[src/logic/pin_mux_cfg.svh]
// Constants for the mode pin function multiplexer
`ifndef PIN_MUX_CFG_SVH
`define PIN_MUX_CFG_SVH

// Core clock period and external clock loss timeout
`define CLK_PERIOD_NS   20
`define CLK_LOSS_NS     1000
`define CLK_LOSS_CYCLES (`CLK_LOSS_NS / `CLK_PERIOD_NS)

// Strap positions in the standalone configuration word
`define STRAP_SOUT   0
`define STRAP_SIN    1
`define STRAP_SCLK   2
`define STRAP_CHIPSEL 3
`define STRAP_ENC_B  4
`define STRAP_ENC_A  5
`define STRAP_ENC_N  6
`define STRAP_W      7

// Reset value of every register group
`define RST_ZERO '0
// Constant drive levels
`define LVL_LO 1'b0
`define LVL_HI 1'b1

`endif

[src/logic/pin_mux_pkg.sv]
// Types for the mode pin function multiplexer
package pin_mux_pkg;

  // Operating mode, coded as {step_dir_select, serial_port_select}
  typedef enum logic [1:0] {
    MODE_WIRE_RAMP   = 2'b00,
    MODE_SPI_RAMP    = 2'b01,
    MODE_STANDALONE  = 2'b10,
    MODE_SPI_STEPDIR = 2'b11
  } mode_t;

  // Raw levels arriving on the pins
  typedef struct packed {
    logic step_dir_select;
    logic serial_port_select;
    logic chipsel_or_strap3;
    logic sclk_or_strap2;
    logic sin_or_strap1;
    logic sout_or_strap0;
    logic left_ref_or_step_in;
    logic right_ref_or_dir_in;
    logic enc_b_or_speedctl_enable;
    logic enc_a_or_speedctl_gate;
    logic enc_index_or_speedctl_ready;
    logic diag_first_or_wire_neg;
    logic diag_second_or_wire_pos;
    logic bridge_disable_n;
    logic ext_clock;
  } pin_in_t;

  // Drive of the two-way pins
  typedef struct packed {
    logic sout_o;
    logic sout_oe;
    logic enc_n_o;
    logic enc_n_oe;
    logic diag_first_o;
    logic diag_first_oe;
    logic diag_second_o;
    logic diag_second_oe;
  } pin_out_t;

  // Signals produced by the internal core
  typedef struct packed {
    logic spi_sout;
    logic spi_sout_en;
    logic diag_first;
    logic diag_second;
    logic diag_open_drain;
    logic ramp_step;
    logic ramp_dir;
    logic speedctl_ready;
    logic wire_tx;
    logic wire_tx_en;
    logic next_addr_out;
  } core_out_t;

  // Decoded pin functions handed to the internal core
  typedef struct packed {
    mode_t      mode;
    logic       spi_enable;
    logic       wire_enable;
    logic       standalone;
    logic       step_dir_active;
    logic       spi_chipsel_n;
    logic       spi_sclk;
    logic       spi_sin;
    logic [6:0] straps;
    logic       left_ref;
    logic       right_ref;
    logic       enc_a;
    logic       enc_b;
    logic       enc_index;
    logic       speedctl_enable;
    logic       speedctl_gate;
    logic       wire_rx;
    logic       next_addr_in;
  } core_in_t;

  // Motor step source and power stage control
  typedef struct packed {
    logic step;
    logic dir;
    logic power_enable;
    logic outputs_float;
  } motor_t;

endpackage : pin_mux_pkg

[src/logic/mode_pin_function_mux.sv]
// Pin function multiplexer steered by the two mode select straps
//
// Function
// Low select: ramp generator makes step pulses
// High select: external step/dir drive motor
// Wire UART only when both selects low
// Serial low, step/dir high: standalone straps
// Serial select high enables SPI; pulled low
// Four serial pins: SPI or config inputs
// Wire mode: serial pins carry next-address
// Reference switches become step/dir when selected
// Encoder B: input, speed enable, or strap
// Encoder A: input or speed gating input
// Encoder index input, or speed ready output
// First diag pin: diagnostics, interrupt, step
// Second diag pin: diagnostics, compare, direction
// Both selects low: diag pins form wire
// Bridge disable high floats all motor outputs
// Tied-low clock uses internal; fail over
// Host may drive wire differential or single
// Board holds mode selects static while running
`include "pin_mux_cfg.svh"
`timescale 1ns/100ps
`default_nettype none

module mode_pin_function_mux
  import pin_mux_pkg::*;
#(
  parameter int CLK_LOSS_CYCLES = `CLK_LOSS_CYCLES, // Cycles without edge before fail over
  parameter int LOSS_CNT_W      = 8                 // Width of the loss counter
) (
  input  wire logic      clock,            // Core clock, 50 MHz
  input  wire logic      arst_n,           // Asynchronous reset, active low
  input  wire pin_in_t   pins_in,          // Raw pin levels, asynchronous
  output var  pin_out_t  pins_out,         // Two-way pin drive and enables
  input  wire core_out_t core_out,         // Signals from the internal core
  output var  core_in_t  core_in,          // Decoded pin functions to the core
  output var  motor_t    motor,            // Step source and power stage control
  output var  logic      clk_use_external, // High while the external clock is running
  output var  logic      clk_lost          // One-cycle pulse when external clock stops
);

  // ------------------------------------------------------------------
  // Input synchronisers
  // ------------------------------------------------------------------
  pin_in_t sync1_r;   // First stage, read only by the second stage
  pin_in_t sync2_r;   // Second stage, safe to decode
  pin_in_t sync1_nxt; // Next value of first stage
  pin_in_t sync2_nxt; // Next value of second stage

  // Next values of the two synchroniser stages
  always_comb begin
    sync1_nxt = pins_in;
    sync2_nxt = sync1_r;
  end

  // Two flip-flops before any logic looks at a pin
  always_ff @(posedge clock or negedge arst_n) begin
    if (!arst_n) begin
      sync1_r <= `RST_ZERO;
      sync2_r <= `RST_ZERO;
    end else begin
      sync1_r <= sync1_nxt;
      sync2_r <= sync2_nxt;
    end
  end

  // ------------------------------------------------------------------
  // Clock source monitor
  // ------------------------------------------------------------------
  logic                  clk_prev_r;   // Last synchronised external clock level
  logic                  clk_prev_nxt; // Next value of the above
  logic [LOSS_CNT_W-1:0] loss_cnt_r;   // Cycles since the last external edge
  logic [LOSS_CNT_W-1:0] loss_cnt_nxt; // Next value of the loss counter
  logic                  ext_run_r;    // External clock seen running
  logic                  ext_run_nxt;  // Next value of the above
  logic                  lost_r;       // Loss pulse register
  logic                  lost_nxt;     // Next value of the loss pulse
  logic                  clk_edge;     // Any edge seen on the external clock

  // Edge detect and timeout; the pin is sampled, so only clocks well
  // below half the core rate are tracked faithfully
  always_comb begin
    clk_prev_nxt = sync2_r.ext_clock;
    clk_edge     = sync2_r.ext_clock ^ clk_prev_r;
    loss_cnt_nxt = loss_cnt_r;
    ext_run_nxt  = ext_run_r;
    lost_nxt     = `LVL_LO;
    if (clk_edge) begin
      // Activity restarts the timeout and selects the external source
      loss_cnt_nxt = `RST_ZERO;
      ext_run_nxt  = `LVL_HI;
    end else if (loss_cnt_r == LOSS_CNT_W'(CLK_LOSS_CYCLES)) begin
      // Timeout: fall back to the internal oscillator and stop counting
      ext_run_nxt  = `LVL_LO;
      lost_nxt     = ext_run_r;
    end else begin
      // Count idle cycles; a pin tied low never leaves internal mode
      loss_cnt_nxt = loss_cnt_r + LOSS_CNT_W'(1);
    end
  end

  // Clock monitor registers
  always_ff @(posedge clock or negedge arst_n) begin
    if (!arst_n) begin
      clk_prev_r <= `LVL_LO;
      loss_cnt_r <= `RST_ZERO;
      ext_run_r  <= `LVL_LO;
      lost_r     <= `LVL_LO;
    end else begin
      clk_prev_r <= clk_prev_nxt;
      loss_cnt_r <= loss_cnt_nxt;
      ext_run_r  <= ext_run_nxt;
      lost_r     <= lost_nxt;
    end
  end

  assign clk_use_external = ext_run_r;
  assign clk_lost         = lost_r;

  // ------------------------------------------------------------------
  // Mode decode and pin routing
  // ------------------------------------------------------------------
  core_in_t core_in_r;   // Registered decoded functions
  core_in_t core_in_nxt; // Next decoded functions
  pin_out_t pins_out_r;  // Registered pin drive
  pin_out_t pins_out_nxt;// Next pin drive
  motor_t   motor_r;     // Registered motor control
  motor_t   motor_nxt;   // Next motor control
  mode_t    mode;        // Current mode from the synchronised selects

  // Mode straps are expected static during operation, so no glitch
  // filter is spent on them beyond the synchroniser
  assign mode = mode_t'({sync2_r.step_dir_select, sync2_r.serial_port_select});

  // Route every shared pin according to the mode
  always_comb begin
    core_in_nxt = `RST_ZERO;
    pins_out_nxt = `RST_ZERO;
    motor_nxt   = `RST_ZERO;
    core_in_nxt.mode = mode;

    // Straps mirror the pins in every mode; the core uses them standalone
    core_in_nxt.straps[`STRAP_SOUT]    = sync2_r.sout_or_strap0;
    core_in_nxt.straps[`STRAP_SIN]     = sync2_r.sin_or_strap1;
    core_in_nxt.straps[`STRAP_SCLK]    = sync2_r.sclk_or_strap2;
    core_in_nxt.straps[`STRAP_CHIPSEL] = sync2_r.chipsel_or_strap3;
    core_in_nxt.straps[`STRAP_ENC_B]   = sync2_r.enc_b_or_speedctl_enable;
    core_in_nxt.straps[`STRAP_ENC_A]   = sync2_r.enc_a_or_speedctl_gate;
    core_in_nxt.straps[`STRAP_ENC_N]   = sync2_r.enc_index_or_speedctl_ready;

    // Idle SPI select reads inactive outside SPI modes
    core_in_nxt.spi_chipsel_n = `LVL_HI;

    case (mode)
      MODE_WIRE_RAMP: begin
        // Single-wire interface with ramp generator
        core_in_nxt.wire_enable   = `LVL_HI;
        core_in_nxt.next_addr_in  = sync2_r.sin_or_strap1;
        pins_out_nxt.sout_o       = core_out.next_addr_out;
        pins_out_nxt.sout_oe      = `LVL_HI;
        // Receive on the positive line so an open negative line works
        core_in_nxt.wire_rx       = sync2_r.diag_second_or_wire_pos;
        pins_out_nxt.diag_second_o  = core_out.wire_tx;
        pins_out_nxt.diag_second_oe = core_out.wire_tx_en;
        pins_out_nxt.diag_first_o   = ~core_out.wire_tx;
        pins_out_nxt.diag_first_oe  = core_out.wire_tx_en;
        core_in_nxt.left_ref      = sync2_r.left_ref_or_step_in;
        core_in_nxt.right_ref     = sync2_r.right_ref_or_dir_in;
        core_in_nxt.enc_a         = sync2_r.enc_a_or_speedctl_gate;
        core_in_nxt.enc_b         = sync2_r.enc_b_or_speedctl_enable;
        core_in_nxt.enc_index     = sync2_r.enc_index_or_speedctl_ready;
        motor_nxt.step            = core_out.ramp_step;
        motor_nxt.dir             = core_out.ramp_dir;
      end
      MODE_SPI_RAMP: begin
        // SPI with ramp generator; diag pins carry diagnostics
        core_in_nxt.spi_enable    = `LVL_HI;
        core_in_nxt.spi_chipsel_n = sync2_r.chipsel_or_strap3;
        core_in_nxt.spi_sclk      = sync2_r.sclk_or_strap2;
        core_in_nxt.spi_sin       = sync2_r.sin_or_strap1;
        pins_out_nxt.sout_o       = core_out.spi_sout;
        // Output floats unless selected, so several slaves may share it
        pins_out_nxt.sout_oe      = core_out.spi_sout_en & ~sync2_r.chipsel_or_strap3;
        core_in_nxt.left_ref      = sync2_r.left_ref_or_step_in;
        core_in_nxt.right_ref     = sync2_r.right_ref_or_dir_in;
        core_in_nxt.enc_a         = sync2_r.enc_a_or_speedctl_gate;
        core_in_nxt.enc_b         = sync2_r.enc_b_or_speedctl_enable;
        core_in_nxt.enc_index     = sync2_r.enc_index_or_speedctl_ready;
        // Open drain: drive low only, external pull-up gives the high
        if (core_out.diag_open_drain) begin
          pins_out_nxt.diag_first_oe  = ~core_out.diag_first;
          pins_out_nxt.diag_second_oe = ~core_out.diag_second;
        end else begin
          pins_out_nxt.diag_first_o   = core_out.diag_first;
          pins_out_nxt.diag_first_oe  = `LVL_HI;
          pins_out_nxt.diag_second_o  = core_out.diag_second;
          pins_out_nxt.diag_second_oe = `LVL_HI;
        end
        motor_nxt.step            = core_out.ramp_step;
        motor_nxt.dir             = core_out.ramp_dir;
      end
      MODE_STANDALONE: begin
        // Serial pins are straps only; nothing drives them
        core_in_nxt.standalone      = `LVL_HI;
        core_in_nxt.step_dir_active = `LVL_HI;
        motor_nxt.step            = sync2_r.left_ref_or_step_in;
        motor_nxt.dir             = sync2_r.right_ref_or_dir_in;
        pins_out_nxt.enc_n_o      = core_out.speedctl_ready;
        pins_out_nxt.enc_n_oe     = `LVL_HI;
      end
      MODE_SPI_STEPDIR: begin
        // SPI configuration with external step and direction
        core_in_nxt.spi_enable      = `LVL_HI;
        core_in_nxt.step_dir_active = `LVL_HI;
        core_in_nxt.spi_chipsel_n = sync2_r.chipsel_or_strap3;
        core_in_nxt.spi_sclk      = sync2_r.sclk_or_strap2;
        core_in_nxt.spi_sin       = sync2_r.sin_or_strap1;
        pins_out_nxt.sout_o       = core_out.spi_sout;
        pins_out_nxt.sout_oe      = core_out.spi_sout_en & ~sync2_r.chipsel_or_strap3;
        motor_nxt.step            = sync2_r.left_ref_or_step_in;
        motor_nxt.dir             = sync2_r.right_ref_or_dir_in;
        // Pulled-down pin leaves speed limiting off when open
        core_in_nxt.speedctl_enable = sync2_r.enc_b_or_speedctl_enable;
        core_in_nxt.speedctl_gate   = sync2_r.enc_a_or_speedctl_gate;
        pins_out_nxt.enc_n_o      = core_out.speedctl_ready;
        pins_out_nxt.enc_n_oe     = `LVL_HI;
      end
      default: begin
        // Unreachable with two select bits; keep everything released
        motor_nxt.step = `LVL_LO;
      end
    endcase

    // Power stage follows the disable pin in every mode
    motor_nxt.power_enable  = ~sync2_r.bridge_disable_n;
    motor_nxt.outputs_float = sync2_r.bridge_disable_n;
    // No steps reach a floating bridge
    if (sync2_r.bridge_disable_n) begin
      motor_nxt.step = `LVL_LO;
    end
  end

  // Routing registers; every data output leaves from a flip-flop
  always_ff @(posedge clock or negedge arst_n) begin
    if (!arst_n) begin
      core_in_r  <= `RST_ZERO;
      pins_out_r <= `RST_ZERO;
      motor_r    <= `RST_ZERO;
    end else begin
      core_in_r  <= core_in_nxt;
      pins_out_r <= pins_out_nxt;
      motor_r    <= motor_nxt;
    end
  end

  assign core_in  = core_in_r;
  assign pins_out = pins_out_r;
  assign motor    = motor_r;

endmodule : mode_pin_function_mux

`default_nettype wire

[config.mk]
export PLATFORM = sky130hd
export DESIGN_NAME = mode_pin_function_mux
export DESIGN_NICKNAME = d
export VERILOG_FILES = /design/src/logic/pin_mux_pkg.sv /design/src/logic/mode_pin_function_mux.sv
export VERILOG_INCLUDE_DIRS = /design/src /design/src/logic
export SDC_FILE = /design/constraint.sdc
export NUM_CORES = 1
export LEC_CHECK = 0
export BUFFER_PORTS_ARGS = -buffer_cell sky130_fd_sc_hd__buf_2
export CAP_MARGIN = 10
export CORE_ASPECT_RATIO = 1.1
export CORE_UTILIZATION = 40
export CTS_CLUSTER_DIAMETER = 150
export DETAILED_ROUTE_END_ITERATION = 7
export GPL_TIMING_DRIVEN = 1
export SETUP_SLACK_MARGIN = 0.4
export SLEW_MARGIN = 20
export SYNTH_ARGS = -nofsm -noshare
export SYNTH_HDL_FRONTEND = slang
export SYNTH_SLANG_ARGS = --single-unit
[constraint.sdc]
create_clock -name clock -period 1.9 [get_ports clock]
set_clock_uncertainty 0.1 [all_clocks]
set_input_delay 0 -clock clock [delete_from_list [all_inputs] [get_ports clock]]
set_output_delay 0 -clock clock [all_outputs]
set_load 0.05 [all_outputs]
# Word level (Yosys, flattened, before mapping)
# Index checks and enable logic that the tools add are counted.
# Widths: inputs -> output; s select.
[totals] ff_bits=76 input_bits=28
[classes] addsub=1 n_eq_ne=5 muxes=23 bitwise_logic=7 reduce_logical=5
[ops] cell="$mux 8" n=2
[ops] cell="$mux 1" n=13
[ops] cell="$add 8x1->8 const B" n=1
[ops] cell="$eq 8x6->1 const B" n=1
[ops] cell="$pmux 2 s2" n=2
[ops] cell="$pmux 4 s2" n=1
[ops] cell="$mux 2" n=3
[ops] cell="$reduce_or 2->1" n=3
[ops] cell="$mux 5" n=1
[ops] cell="$not 1->1" n=5
[ops] cell="$eq 2x2->1 const B" n=2
[ops] cell="$mux 3" n=1
[ops] cell="$eq 2x1->1 const B" n=1
[ops] cell="$logic_not 2->1" n=1
[ops] cell="$ne 2x2->1 const B" n=1
[ops] cell="$reduce_bool 2->1" n=1
[ops] cell="$and 1x1->1" n=1
[ops] cell="$xor 1x1->1" n=1

# Depth between registers and ports, before layout
[logic_depth] word_depth=4 depth_mapped=5 mapped_depth_nobuf=5

# Worst setup path before layout
# No wires, ideal clock.
[synth_path] kind="flip-flop to flip-flop" from="register loss_cnt_r[0]" to="register ext_run_r (netlist: clk_use_external)" setup_time_ps=148 t_arrival_ps=1142 t_required_ps=1652 slack_ps=510 path_stages_with_launch=6 period_less_slack_ps=1390 cell_sequence="dfrtp_1 inv_1 ha_1 nor3b_1 and2_4 o21ai_0"
[synth_between] elab_chain_cells=2
[synth_lines] item="start, declared" line="mode_pin_function_mux.sv:73" text="logic [LOSS_CNT_W-1:0] loss_cnt_r;"
[synth_lines] item="start signal, assigned" line="mode_pin_function_mux.sv:107" text="loss_cnt_r <= `RST_ZERO;"
[synth_lines] item="start signal, assigned" line="mode_pin_function_mux.sv:112" text="loss_cnt_r <= loss_cnt_nxt;"
[synth_lines] item="$eq 8x6->1" line="mode_pin_function_mux.sv:93" text="end else if (loss_cnt_r == LOSS_CNT_W'(CLK_LOSS_CYCLES)) begin"
[synth_lines] item="$reduce_bool 2->1 (no source line)"
[synth_lines] item="end signal, assigned" line="mode_pin_function_mux.sv:108" text="ext_run_r <= `LVL_LO;"
[synth_lines] item="end signal, assigned" line="mode_pin_function_mux.sv:113" text="ext_run_r <= ext_run_nxt;"
[synth_lines] item="end, declared" line="mode_pin_function_mux.sv:75" text="logic ext_run_r;"
# No other way between the ends.
# A chain may end at the register's enable or synchronous reset.

# Worst setup path after layout
# Ends and elaborated chain as after synthesis.

==> results.json <==
{
  "wl_per_cell_um": 12.5,
  "synth_nets": 181,
  "hold_class": "input pin to async pin",
  "drc": 0,
  "cts_root_buf": "clkbuf_8",
  "grt_busiest_layer": "met2",
  "dr_total_vias": 1457,
  "first_pass_iters": 2,
  "grt_max_degree": 39,
  "start_util": 0.424,
  "crit_path_start_kind": "register",
  "antenna_found_initial": 0,
  "drt_iter0_drc": 56,
  "detail-route-antenna-nets": 0,
  "timing.hold.ws_ns": 0.0779,
  "rows": 28,
  "synth-seq-area-share": 0.799,
  "power.density_nw_per_um2": 1020,
  "cp.arrival_ns": 1.51,
  "grt_pass1_wl_um": 6620,
  "required_ns": 1.99,
  "wirelength_um": 4120,
  "clk_pin_slew_ns": 0.07,
  "groute.usage.overall": 0.155,
  "antenna_cells": 0,
  "die_w_um": 75.1,
  "max_freq_ghz": 0.703,
  "gr-usage-met2": 0.239,
  "cts_tree": "yes",
  "grt_pass1_vias": 1483,
  "synth_area_per_cell_um2": 15.6,
  "fin_setup_tns_ns": 0,
  "layout_min_cycle_time_ns": 1.42,
  "yosys_warnings": 0,
  "clk_latency_ns": 0.33,
  "cts_max_path_buffers": 2,
  "io_buffers": 65,
  "drive_gt1_frac": 0.358,
  "finalHoldViolations": 0,
  "routed_via_density": 4.43,
  "io_pins": 67,
  "fin_crit_sh": 0.749,
  "met3_usage": 0.0449,
  "cts.htree.levels": 3,
  "yosysTopAreaCell": "dfrtp_1",
  "slew_headroom": 0.635,
  "synth_common_cells": "dfrtp_1 (75), nor2b_1 (8), nor2_1 (7)",
  "fin_nets": 279,
  "outcome": "completed",
  "async_flop_share": 1.00,
  "rsz0062_at_grt": "yes",
  "cap_violations": 0,
  "syn_area_um2": 2350,
  "p_leak_uw": 0.00160,
  "syn-instance-count": 151,
  "yosys.cell_types.count": 31,
  "place_congestion": 0.781,
  "die_area_um2": 6180,
  "worst_pin_slew_ns": 0.543,
  "worstSetupEndpointType": "register",
  "peakVddDrop_uv": 560,
  "synth-edff-count": 0,
  "numCtsBuffers": 9,
  "synth.top_cell.area_share": 0.799,
  "syn_to_final_growth_pct": 38.5,
  "yosysMostFrequentCell": "dfrtp_1",
  "synth_area_leaders": "dfrtp_1 (80%), nor2b_1 (2.1%), and2_1 (1.3%)",
  "synthFlopType": "dfrtp_1",
  "final-setup-viol-count": 0,
  "synth-seq-cells": 75,
  "path_max_fanout": 5,
  "cts.sinks": 75,
  "core_um2": 5540,
  "overflow": 0,
  "met1_usage": 0.177,
  "finalMaxSlewViolations": 0,
  "die_h_um": 82.4,
  "path_class": "register to register",
  "dp_hpwl_um": 2550
}
power breakdown:
part	switching, uW	internal (uW)	leakage, uW
logic	251	124	0.000579
clock network	528	676	0.000106
registers	44.9	1680	0.000914
cells in the final DEF, fill, tap and decap left out, drive strengths merged, types with 5 or more instances in the layout:
| cell | count |
|---|---|
| a21oi | 5 |
| buf | 67 |
| dfrtp | 75 |
| dlygate4sd3 | 26 |
| inv | 5 |
| and2 | 6 |
| nor2 | 7 |
| o21ai | 6 |
| nor2b | 8 |
| clkbuf | 12 |
area by class of cell:
cell class                      count  area, um^2
Clock buffer                       12         155
Clock inverter                      4        48.8
Fill cell                         482        2280
Inverter                            5        18.8
Multi-Input combinational cell     65         442
Sequential cell                    75        1880
Tap cell                           75        93.8
Timing Repair Buffer               93         616
logic make-up (layout without fill, tap and decap cells):
kind of cell / Yosys count / in the layout / share of synthesized area
AOI/OAI and AO/OA: 17 / 17 / 0.0416
muxes: 2 / 2 / 0.00906
DFF: 75 / 75 / 0.799
buffers and inverters: 11 / 114 / 0.0197
xor gates and xnor gates: 4 / 4 / 0.0149
adders and majority gates: 2 / 2 / 0.0107
and+or+nand+nor: 40 / 40 / 0.105
path summary, 6_finish.rpt:
kind / end / slack (ns) / startpoint / depth (start not counted)
setup / recovery: clk_use_external / 0.48 / loss_cnt_r[0] / 5
hold / removal: core_in[5] / 0.08 / arst_n / 2
setup reg to reg: clk_use_external / 0.48 / loss_cnt_r[0] / 5
hold reg to reg: core_in_nxt[23] / 0.25 / sync1_r[13] / 0
max in group asynchronous: loss_cnt_r[1] / 1.06 / arst_n / 3
min in group clock: sync1_r[14] / 0.20 / pins_in[14] / 2
flip-flops by register name, summed over array words and instances, names as in the netlist:
signal / count
loss_cnt_r: 8
motor: 4
clk_lost: 1
core_in_nxt: 9
pins_out: 7
core_in: 25
sync2_r: 3
sync1_r: 14
motor_nxt: 1
clk_prev_nxt: 1
clk_prev_r: 1
clk_use_external: 1
per-layer routing:
metal	up-vias	wire length (um)	share of wire
met5	-	0	0
met4	0	158	0.038
met3	17	150	0.036
met2	45	2120	0.51
met1	703	1700	0.41
li1	692	-	-
critical path: stages (launching register included):
cell     delay (ns)
dfrtp_1        0.43
inv_1          0.10
ha_1           0.14
nor3b_2        0.23
and2_4         0.21
o21ai_0        0.07
timing repair:
action | in CTS | in global routing
resized for setup | 1 | 4
setup buffers | 0 | 0
endpoints found under the hold margin | 98 | 0
cloned | 0 | 0
endpoints found under the setup margin | 3 | 2
hold buffers | 26 | 0
pin swaps | 0 | 0
metrics by stage:
step	cells	setup WS, ns	power (uW)	util	instance area, um^2
after floorplan	151	0.510	1960	-	2350
after global placement	287	0.421	2080	0.500	2770
after detailed placement	287	0.395	2080	0.500	2770
after CTS	329	0.441	3350	0.585	3240
after global routing	329	0.363	3450	0.587	3250
final	329	0.477	3300	0.587	3250
No activity file was read; power rests on OpenSTA's default activity.
